### src/design/cbe_pkg.sv
package cbe_pkg;
  localparam int          CBE_CRC_W      = 16;
  localparam int          CBE_BYTE_W     = 8;
  localparam logic [15:0] CBE_POLY       = 16'h1021;
  localparam logic [15:0] CBE_SEED_ZERO  = 16'h0000;
  localparam logic [15:0] CBE_SEED_ONES  = 16'hFFFF;
  localparam int          CBE_BLOCK_LOG2 = 8;
  localparam int          CBE_FIFO_DEPTH = 8;
  localparam int          CBE_ADDR_W     = 14;
  localparam int          CBE_BLKCNT_W   = 6;

  typedef enum logic [1:0] {
    CBE_IDLE,
    CBE_FLASH_REQ,
    CBE_FLASH_WAIT
  } cbe_state_t;
endpackage

### src/design/cbe_stream_if.sv
`timescale 1ns/1ps
interface cbe_stream_if #(
  parameter int W = 8
);
  logic         valid;
  logic         ready;
  logic [W-1:0] data;

  modport src (output valid, output data, input ready);
  modport snk (input valid, input data, output ready);
endinterface
### src/design/cbe_crc16_engine.sv
`timescale 1ns/1ps
// Functional notes
// - CRC-16 with generator polynomial 0x1021
// - Fold each byte into 16-bit readable remainder
// - Seed remainder with zeros or ones selectably
// - Autonomous CRC over consecutive 256-byte flash blocks
module cbe_crc16_engine
  import cbe_pkg::*;
#(
  parameter int ADDR_W     = CBE_ADDR_W,
  parameter int BLKCNT_W   = CBE_BLKCNT_W,
  parameter int FIFO_DEPTH = CBE_FIFO_DEPTH
) (
  input  wire logic                 sys_clk,
  input  wire logic                 rst_n,
  input  wire logic                 byteValid,
  input  wire logic [7:0]           byteData,
  output logic                      byteReady,
  input  wire logic                 seedInit,
  input  wire logic                 seedOnes,
  input  wire logic                 bitReverse,
  input  wire logic                 scanStart,
  input  wire logic [ADDR_W-1:0]    scanBaseBlock,
  input  wire logic [BLKCNT_W-1:0]  scanBlocks,
  output logic                      flashRdEn,
  output logic [ADDR_W-1:0]         flashAddr,
  input  wire logic                 flashDataValid,
  input  wire logic [7:0]           flashData,
  output logic [15:0]               checksum_unit,
  output logic                      busy,
  output logic                      scanDone
);
  // Byte counter spans every byte of the largest scan request
  // Sized from the block count so a full request never wraps
  localparam int CNT_W = BLKCNT_W + CBE_BLOCK_LOG2;

  cbe_stream_if #(.W(CBE_BYTE_W)) inStream ();
  cbe_stream_if #(.W(CBE_BYTE_W)) outStream ();

  cbe_state_t         state_reg;
  cbe_state_t         state_next;
  logic [15:0]        crc_reg;
  logic [ADDR_W-1:0]  addr_reg;
  logic [CNT_W-1:0]   left_reg;
  logic               done_reg;
  logic               takeFifo;
  logic               takeFlash;
  logic [7:0]         foldByte;

  // One byte update, MSB first, eight unrolled shift steps
  // The loop unrolls into one XOR network, so a whole byte folds
  // in a single clock; the trade is a longer combinational path
  // in place of an eight-cycle serial shifter
  function automatic logic [15:0] crc_byte(input logic [15:0] crc, input logic [7:0] din);
    logic [15:0] c;
    c = crc;
    for (int i = CBE_BYTE_W - 1; i >= 0; i--) begin
      if (c[15] ^ din[i]) begin
        c = {c[14:0], 1'b0} ^ CBE_POLY;
      end else begin
        c = {c[14:0], 1'b0};
      end
    end
    return c;
  endfunction

  // Optional byte-level bit reversal ahead of the fold
  // Pure rewiring; it costs no logic, only a mux on the byte path
  function automatic logic [7:0] rev_byte(input logic [7:0] b);
    logic [7:0] r;
    r = '0;
    for (int i = 0; i < CBE_BYTE_W; i++) begin
      r[i] = b[CBE_BYTE_W - 1 - i];
    end
    return r;
  endfunction

  // Processor bytes queue in the FIFO; full FIFO back-pressures the writer
  // The writer must hold its byte while byteReady is low;
  // a byte dropped here would silently corrupt the checksum
  assign inStream.valid = byteValid;
  assign inStream.data  = byteData;
  assign byteReady      = inStream.ready;

  cbe_fifo #(
    .W     (CBE_BYTE_W),
    .DEPTH (FIFO_DEPTH)
  ) u_fifo (
    .sys_clk (sys_clk),
    .rst_n   (rst_n),
    .inPort  (inStream),
    .outPort (outStream)
  );

  // FIFO drains only while idle and not seeding, so a scan stalls the writer
  // Holding queued bytes back keeps flash and processor bytes from
  // interleaving; they fold after the scan in the order written
  // Seeding also holds the drain so a seed never lands mid-byte
  assign outStream.ready = (state_reg == CBE_IDLE) && !seedInit && !scanStart;
  assign takeFifo        = outStream.valid && outStream.ready;
  assign takeFlash       = (state_reg == CBE_FLASH_WAIT) && flashDataValid;

  // Byte source select and optional reversal
  // Flash bytes take priority; the FIFO is never drained while
  // a scan is active, so both sources cannot fold in one cycle
  always_comb begin
    foldByte = takeFlash ? flashData : outStream.data;
    if (bitReverse) begin
      foldByte = rev_byte(foldByte);
    end
  end

  // Running remainder: seeding while idle wins over any byte in the same cycle
  // A seed request during a scan is ignored, so the scan result
  // cannot be cut short by a late reseed from software
  // Reset leaves the all-zeros seed in place
  always_ff @(posedge sys_clk or negedge rst_n) begin
    if (!rst_n) begin
      crc_reg <= CBE_SEED_ZERO;
    end else if (seedInit && (state_reg == CBE_IDLE)) begin
      crc_reg <= seedOnes ? CBE_SEED_ONES : CBE_SEED_ZERO;
    end else if (takeFifo || takeFlash) begin
      crc_reg <= crc_byte(crc_reg, foldByte);
    end
  end

  // Scan sequencer next state
  // Only one flash read is outstanding at a time; the next request
  // is raised the cycle after data returns, which suits any latency
  // at the price of one idle cycle per byte
  // An empty request never leaves idle; it only pulses scanDone
  always_comb begin
    state_next = state_reg;
    case (state_reg)
      CBE_IDLE: begin
        if (scanStart && (scanBlocks != '0)) begin
          state_next = CBE_FLASH_REQ;
        end
      end
      CBE_FLASH_REQ: begin
        state_next = CBE_FLASH_WAIT;
      end
      CBE_FLASH_WAIT: begin
        if (flashDataValid) begin
          state_next = (left_reg == CNT_W'(1)) ? CBE_IDLE : CBE_FLASH_REQ;
        end
      end
      default: begin
        state_next = CBE_IDLE;
      end
    endcase
  end

  // State register
  // Reset returns the sequencer to idle, abandoning any scan
  always_ff @(posedge sys_clk or negedge rst_n) begin
    if (!rst_n) begin
      state_reg <= CBE_IDLE;
    end else begin
      state_reg <= state_next;
    end
  end

  // Address and byte count; a scan always starts on a block boundary
  // The address wraps at the top of the flash space; a request that
  // runs past the end continues from address zero
  // The count holds whole blocks times the block size
  always_ff @(posedge sys_clk or negedge rst_n) begin
    if (!rst_n) begin
      addr_reg <= '0;
      left_reg <= '0;
    end else if ((state_reg == CBE_IDLE) && scanStart) begin
      addr_reg <= ADDR_W'(scanBaseBlock << CBE_BLOCK_LOG2);
      left_reg <= {scanBlocks, CBE_BLOCK_LOG2'(0)};
    end else if (takeFlash) begin
      addr_reg <= addr_reg + 1'b1;
      left_reg <= left_reg - 1'b1;
    end
  end

  // Completion pulse, also given for an empty scan request
  // Registered so the pulse lines up with the final checksum value
  // Software polling busy sees it fall in the same cycle only when no bytes are queued in the FIFO
  always_ff @(posedge sys_clk or negedge rst_n) begin
    if (!rst_n) begin
      done_reg <= 1'b0;
    end else begin
      done_reg <= (takeFlash && (left_reg == CNT_W'(1)))
                  || ((state_reg == CBE_IDLE) && scanStart && (scanBlocks == '0));
    end
  end

  // Outputs: read strobe from state, data outputs from registers
  // busy stays high while queued bytes remain unfolded
  // so software knows the checksum is not yet final
  assign flashRdEn     = (state_reg == CBE_FLASH_REQ);
  assign flashAddr     = addr_reg;
  assign checksum_unit = crc_reg;
  assign scanDone      = done_reg;
  assign busy          = (state_reg != CBE_IDLE) || outStream.valid; // Queued bytes still pending
endmodule

### src/design/cbe_fifo.sv
`timescale 1ns/1ps
module cbe_fifo #(
  parameter int W     = 8,
  parameter int DEPTH = 8
) (
  input  wire logic sys_clk,
  input  wire logic rst_n,
  cbe_stream_if.snk inPort,
  cbe_stream_if.src outPort
);
  localparam int PW = $clog2(DEPTH);

  logic [W-1:0]  mem [DEPTH];
  logic [PW:0]   wrPtr_reg;
  logic [PW:0]   rdPtr_reg;
  logic          full;
  logic          empty;
  logic          push;
  logic          pop;

  // Extra pointer bit tells full from empty when the indices match
  assign empty         = (wrPtr_reg == rdPtr_reg);
  assign full          = (wrPtr_reg[PW] != rdPtr_reg[PW]) && (wrPtr_reg[PW-1:0] == rdPtr_reg[PW-1:0]);
  assign inPort.ready  = !full;
  assign outPort.valid = !empty;
  assign outPort.data  = mem[rdPtr_reg[PW-1:0]];
  assign push          = inPort.valid && !full;
  assign pop           = !empty && outPort.ready;

  // Storage has no reset; only pointers carry state
  always_ff @(posedge sys_clk) begin
    if (push) begin
      mem[wrPtr_reg[PW-1:0]] <= inPort.data;
    end
  end

  // Pointer update
  always_ff @(posedge sys_clk or negedge rst_n) begin
    if (!rst_n) begin
      wrPtr_reg <= '0;
      rdPtr_reg <= '0;
    end else begin
      if (push) begin
        wrPtr_reg <= wrPtr_reg + 1'b1;
      end
      if (pop) begin
        rdPtr_reg <= rdPtr_reg + 1'b1;
      end
    end
  end
endmodule

### config.mk
export PLATFORM = sky130hd
export DESIGN_NAME = cbe_crc16_engine
export DESIGN_NICKNAME = d
export VERILOG_FILES = /design/src/design/cbe_pkg.sv /design/src/design/cbe_stream_if.sv /design/src/design/cbe_crc16_engine.sv /design/src/design/cbe_fifo.sv
export SDC_FILE = /design/constraint.sdc
export NUM_CORES = 1
export LEC_CHECK = 0
export BUFFER_PORTS_ARGS = -buffer_cell sky130_fd_sc_hd__buf_2
export CAP_MARGIN = 10
export CELL_PAD_IN_SITES_DETAIL_PLACEMENT = 1
export CELL_PAD_IN_SITES_GLOBAL_PLACEMENT = 2
export CORE_MARGIN = 8
export CORE_UTILIZATION = 35
export DETAILED_ROUTE_END_ITERATION = 8
export PLACE_DENSITY_LB_ADDON = 0.2
export SETUP_SLACK_MARGIN = 0.02
export SLEW_MARGIN = 20
export SYNTH_ARGS = -nofsm -noshare
export SYNTH_HDL_FRONTEND = slang
export SYNTH_SLANG_ARGS = --single-unit
### constraint.sdc
create_clock -name sys_clk -period 2.9 [get_ports sys_clk]
set_input_delay 0.435 -clock sys_clk [delete_from_list [all_inputs] [get_ports sys_clk]]
set_output_delay 0.435 -clock sys_clk [all_outputs]
set_load 0.01 [all_outputs]
* Word level (Yosys, flattened, before mapping) *
Memories as Yosys holds them, arrays and structs flattened.
Index checks and enable logic that the tools add are counted.

operators by class
  add/subtract/negate cells = 4
  multiply operators = 0
  div/mod/pow operators = 0
  $lt $le $gt $ge = 0
  equality and inequality tests = 8
  shifts and indexed selects = 0
  mux-type cells = 37
  bitwise operators = 16
  reduce and logical (&&, ||, !) cells = 25

operators by type and width
  kind                                                 number
  two-way mux 16 bit                                   17
  two-way mux 13 bit                                   8
  two-way mux 14 bit                                   4
  inverter 3 bit                                       8
  two-way mux 8 bit                                    2
  adder 14 x 1 -> 14 bit (second input constant)       1
  == test 14 x 1 -> 1 bit (second input constant)      1
  subtractor 14 x 1 -> 14 bit (second input constant)  1
  logical AND 1 bit                                    11
  adder 4 x 1 -> 4 bit (second input constant)         2
  bitwise XOR 1 bit                                    8
  zero test 6 bit                                      1
  case mux 2 bit (3 select lines)                      1
  nonzero test 2 bit                                   3
  nonzero test 6 bit                                   1
  == test 4 bit                                        1
  zero test 1 bit                                      4
  two-way mux 2 bit                                    2
  == test 3 bit                                        1
  logical OR 1 bit                                     3
  two-way mux 1 bit                                    3
  == test 2 x 1 -> 1 bit (second input constant)       1
  == test 2 bit (second input constant)                1
  zero test 2 bit                                      1
  4 further kinds                                      4

word-level totals
  flip-flop bits (word level) = 55
  latch bits = 0
  memory bits (writable) = 64
  bits in read-only memories = 0
  input bits = 44
  output and inout port bits = 34
  logic and storage cells = 98
  memories = 1

memory list
  name        depth  bits a word  read ports  clocked after Yosys merged registers in  write ports  RTL line        RTL
  u_fifo.mem  8      8            1           0                                        1            cbe_fifo.sv:13  logic [W-1:0] mem [DEPTH];

* Longest topological paths before layout *
  depth after elaboration = 36
  gate-level depth with buffers = 11
  mapped depth without buffers = 7

* Hierarchy *
Synthesis repeated with hierarchy kept, for this count alone.

unflattened totals
  cells, all modules = 447
  area, all modules = 5870.6 µm²

by module, submodules not included
  module            instances  cells an instance  area an instance (µm²)  sequential area each (µm²)
  cbe_fifo          1          150                3052.9                  2122.0
  cbe_crc16_engine  1          297                2817.7                  1176.1

* Worst setup path after synthesis *
Ideal clock, no wire load.

  path kind = register to register
  start = register u_fifo.rdPtr_reg[0]
  end = register crc_reg[7] (netlist: checksum_unit[7])
  library setup time = 0.077 ns
  arrival time = 2.512 ns
  required time = 2.823 ns
  path slack = 0.310 ns
  stages on the path, launching flop included = 10
  path buffers = 2
  clock period less this slack = 2.590 ns
  cell sequence = dfrtp_1 buf_6 buf_12 mux2i_1 mux4_2 mux4_2 xnor2_4 xnor3_1 xor2_1 a21oi_1

on the way
  cells in the longest elaborated chain, start to end = 29
  elaborated cells between the ends (all ways) = 36
  classes of those cells = eq/ne (1); mux (26); bitwise (4); reduce/logical (4); memory (1)

RTL lines
  item                      RTL line                 RTL
  start: declaration        cbe_fifo.sv:15           logic [PW:0] rdPtr_reg;
  start signal: assignment  cbe_fifo.sv:47           rdPtr_reg <= rdPtr_reg + 1'b1;
  memory (8 x 8 bit)        n/a
  two-way mux 8 bit         cbe_crc16_engine.sv:107  foldByte = takeFlash ? flashData : outStream.data;
  two-way mux 8 bit         cbe_crc16_engine.sv:108  if (bitReverse) begin
  bitwise XOR 1 bit         cbe_crc16_engine.sv:58   if (c[15] ^ din[i]) begin
  two-way mux 13 bit        cbe_crc16_engine.sv:58
  two-way mux 16 bit        cbe_crc16_engine.sv:122  end else if (takeFifo || takeFlash) begin
  two-way mux 16 bit        cbe_crc16_engine.sv:120  end else if (seedInit && (state_reg == CBE_IDLE)) begin
  two-way mux 13 bit        cbe_crc16_engine.sv:58
  [13 not listed]           n/a
  two-way mux 16 bit        cbe_crc16_engine.sv:122
  two-way mux 16 bit        cbe_crc16_engine.sv:120
  two-way mux 13 bit        cbe_crc16_engine.sv:58
  two-way mux 16 bit        cbe_crc16_engine.sv:122
  two-way mux 16 bit        cbe_crc16_engine.sv:120
  two-way mux 13 bit        cbe_crc16_engine.sv:58
  two-way mux 16 bit        cbe_crc16_engine.sv:122
  two-way mux 16 bit        cbe_crc16_engine.sv:120
  end signal: assignment    cbe_crc16_engine.sv:121  crc_reg <= seedOnes ? CBE_SEED_ONES : CBE_SEED_ZERO;
  end signal: assignment    cbe_crc16_engine.sv:123  crc_reg <= crc_byte(crc_reg, foldByte);
  end: declaration          cbe_crc16_engine.sv:42   logic [15:0] crc_reg;

Several ways; a longest one is shown, not always the timed one. The select of a mux whose other input is x is not followed.
A chain may end at the register's enable or synchronous reset.

* Worst setup path in the final report *
Ends and elaborated chain as after synthesis.

==> impl_metrics.tcl <==
set metrics [dict create \
    outcome "finished clean" \
    ant_nets 0 \
    die_x_um 143 \
    grt_usage_pct 14.6 \
    hold_class "in2async" \
    fin_hold_ws_ps 9.92 \
    setup_viol 0 \
    skew_ps 13.1 \
    nNetsFinal 575 \
    cts_buffers 17 \
    drc 0 \
    ys_types 52 \
    placed_area_mm2 0.00632 \
    pin_count 78 \
    cts-root-buf "clkbuf_16" \
    vias 3868 \
    clock_sinks 119 \
    synthToLayoutAreaGrowth_pct 22.5 \
    drv_slew 0 \
    antenna_found_initial 0 \
    worst_pin_slew_ps 1010 \
    core_area_mm2 0.0158 \
    cts_hold_buffers 0 \
    synth_top_area_share_pct 34.1 \
    first_iter_violations 133 \
    ys_ff_latch 119 \
    vias_per_cell 5.13 \
    synthFlopType "edfxtp_1" \
    path_max_fanout 31 \
    drv_cap 0 \
    final_hold_viol_count 0 \
    cts_buffer_depth 2 \
    drive_above_1_share_pct 25.5 \
    worst_setup_path_start_kind "flip-flop" \
    h-tree-depth 4 \
    cp.required_ps 3240 \
    synth_area_leaders "edfxtp_1 34%, dfrtp_1 24%, mux2i_1 5.7%" \
    fmax_mhz 366 \
    synth_area_per_cell_um2 12.9 \
    synthesis.nets 487 \
    criticalPathCategory "reg2reg" \
    drt_first_pass_iters 4 \
    power_mw 8.48 \
    fin_ws_ps 165 \
    clkSlewWorstSetupHoldPaths_ps 60 \
    synth_edf_count 64 \
    dieArea_mm2 0.0204 \
    final_cells 754 \
    drt-total-wl_mm 13.9 \
    gp_congestion 0.758 \
    dp_slack_ps 186 \
    period_share_pct 94.3 \
    final_area_mm2 0.00690 \
    grt_max_degree 56 \
    ir_drop_uv 492 \
    leakagePower_nw 2.88 \
    clkLatencyLatePin_ps 420 \
    synth.largest_area_cell "edfxtp_1" \
    grt_pass1_wl_mm 22.6 \
    worstPathArrival_ps 3080 \
    syn_area_mm2 0.00563 \
    fin_util_pct 43.6 \
    synth-async-reset-ratio_pct 46.2 \
    dp_hpwl_mm 10.1 \
    wl_per_cell_um 18.5 \
    cts_resized 0 \
    fin_setup_tns_ps 0 \
    grt_pass1_vias 4196 \
    ys_seq_area_share_pct 58.6 \
    syn_inst 438 \
    diodes 0 \
    port_buffers 69 \
    cts_tree "done" \
    fp.dieH_um 143 \
    cts_setup_buffers 0 \
    fillers 1678 \
    largest_register_ffs 64 \
    start_util_pct 35.6 \
    max_slew_margin_pct 31.7 \
    globalRouteOverflowTotal 0 \
    power.density_mw_per_mm2 1230 \
    place_inst 723 \
    period_needed_ps 2740 \
    rows 46 \
    rsz0062_at_grt "no" \
    yosysWarningCount 0 \
    end_kind "flip-flop" \
]
## cell usage after synthesis, types with 10 or more instances
cell,instances
nand3_1,12
a21oi_1,28
mux2i_1,32
xor2_1,20
dfrtp_1,55
nand2_1,32
clkbuf_1,15
o21ai_0,11
nor2_1,24
inv_1,10
edfxtp_1,64
xnor2_1,13
## cell families after synthesis
kind of cell / after synthesis / share of synthesized area (%)
adders and majority gates: 5 / 1.11
xor gates and xnor gates: 41 / 8.31
DFF: 119 / 58.6
and+or+nand+nor: 110 / 9.53
buffers and inverters: 32 / 2.84
AOI/OAI and AO/OA: 89 / 10.4
muxes: 42 / 9.29
## power by group
group	total, mW	switching, mW	leakage [nW]	internal (mW)
logic	3.72	1.92	1.34	1.80
clock network	2.04	0.773	0.266	1.27
registers	2.72	0.444	1.27	2.27
total	8.48	3.13	2.88	5.34
## critical path, stage by stage (launching register included)
cell	delay, ps
dfrtp_2	410
buf_12	190
mux2i_1	140
mux4_2	520
mux4_2	560
xnor2_4	210
xnor3_1	320
xor2_1	170
a21oi_1	150
## metal layers
metal	global-route usage, %	vias up	wire, µm
li1	-	1826	-
met1	17.6	1955	6070
met2	24.0	72	7010
met3	4.34	15	654
met4	5.48	0	202
met5	0	-	0
## worst paths after layout
check	startpoint	endpoint	slack, ps	cells past startpoint
max in group asynchronous	rst_n	u_fifo.rdPtr_reg[0]	2590	2
min in group sys_clk	scanBaseBlock[2]	flashAddr[10]	240	3
hold / removal	rst_n	checksum_unit[11]	10	2
setup reg to reg	u_fifo.rdPtr_reg[0]	checksum_unit[7]	160	8
setup / recovery	u_fifo.rdPtr_reg[0]	checksum_unit[7]	160	8
hold reg to reg	u_fifo.wrPtr_reg[3]	u_fifo.wrPtr_reg[3]	490	1
## final cells by class
class	instances	area, µm²	area share [%]
flip-flops and latches	119	3300	47.8
well taps	216	270	3.92
inverters	10	37.5	0.544
clock inverters	13	146	2.12
clock buffers	18	429	6.22
multi-input cells	287	2180	31.6
repair buffers	91	536	7.76
## cell usage in the layout, fill, tap and decap left out, drive strengths merged, types with 3 or more instances in the layout
cell type,synthesis,routed
inv,10,15
nor4,5,5
mux2i,32,32
o22a,6,6
buf,7,91
clkbuf,15,18
dfrtp,55,55
nand2,32,32
nor2,24,24
ha,5,5
xor2,20,20
and3,5,5
a21oi,28,28
nand2b,3,3
clkinvlp,0,5
o211ai,3,3
o22ai,4,4
and2,4,4
nor2b,4,4
nand3,12,12
nand4,3,3
a31oi,3,3
xnor2,15,15
a221o,5,5
nor3,7,7
mux4,8,8
a32oi,6,6
o21ai,16,16
edfxtp,64,64
xnor3,6,6
a22oi,8,8
Note: power is estimated with default switching activity, not from simulation.
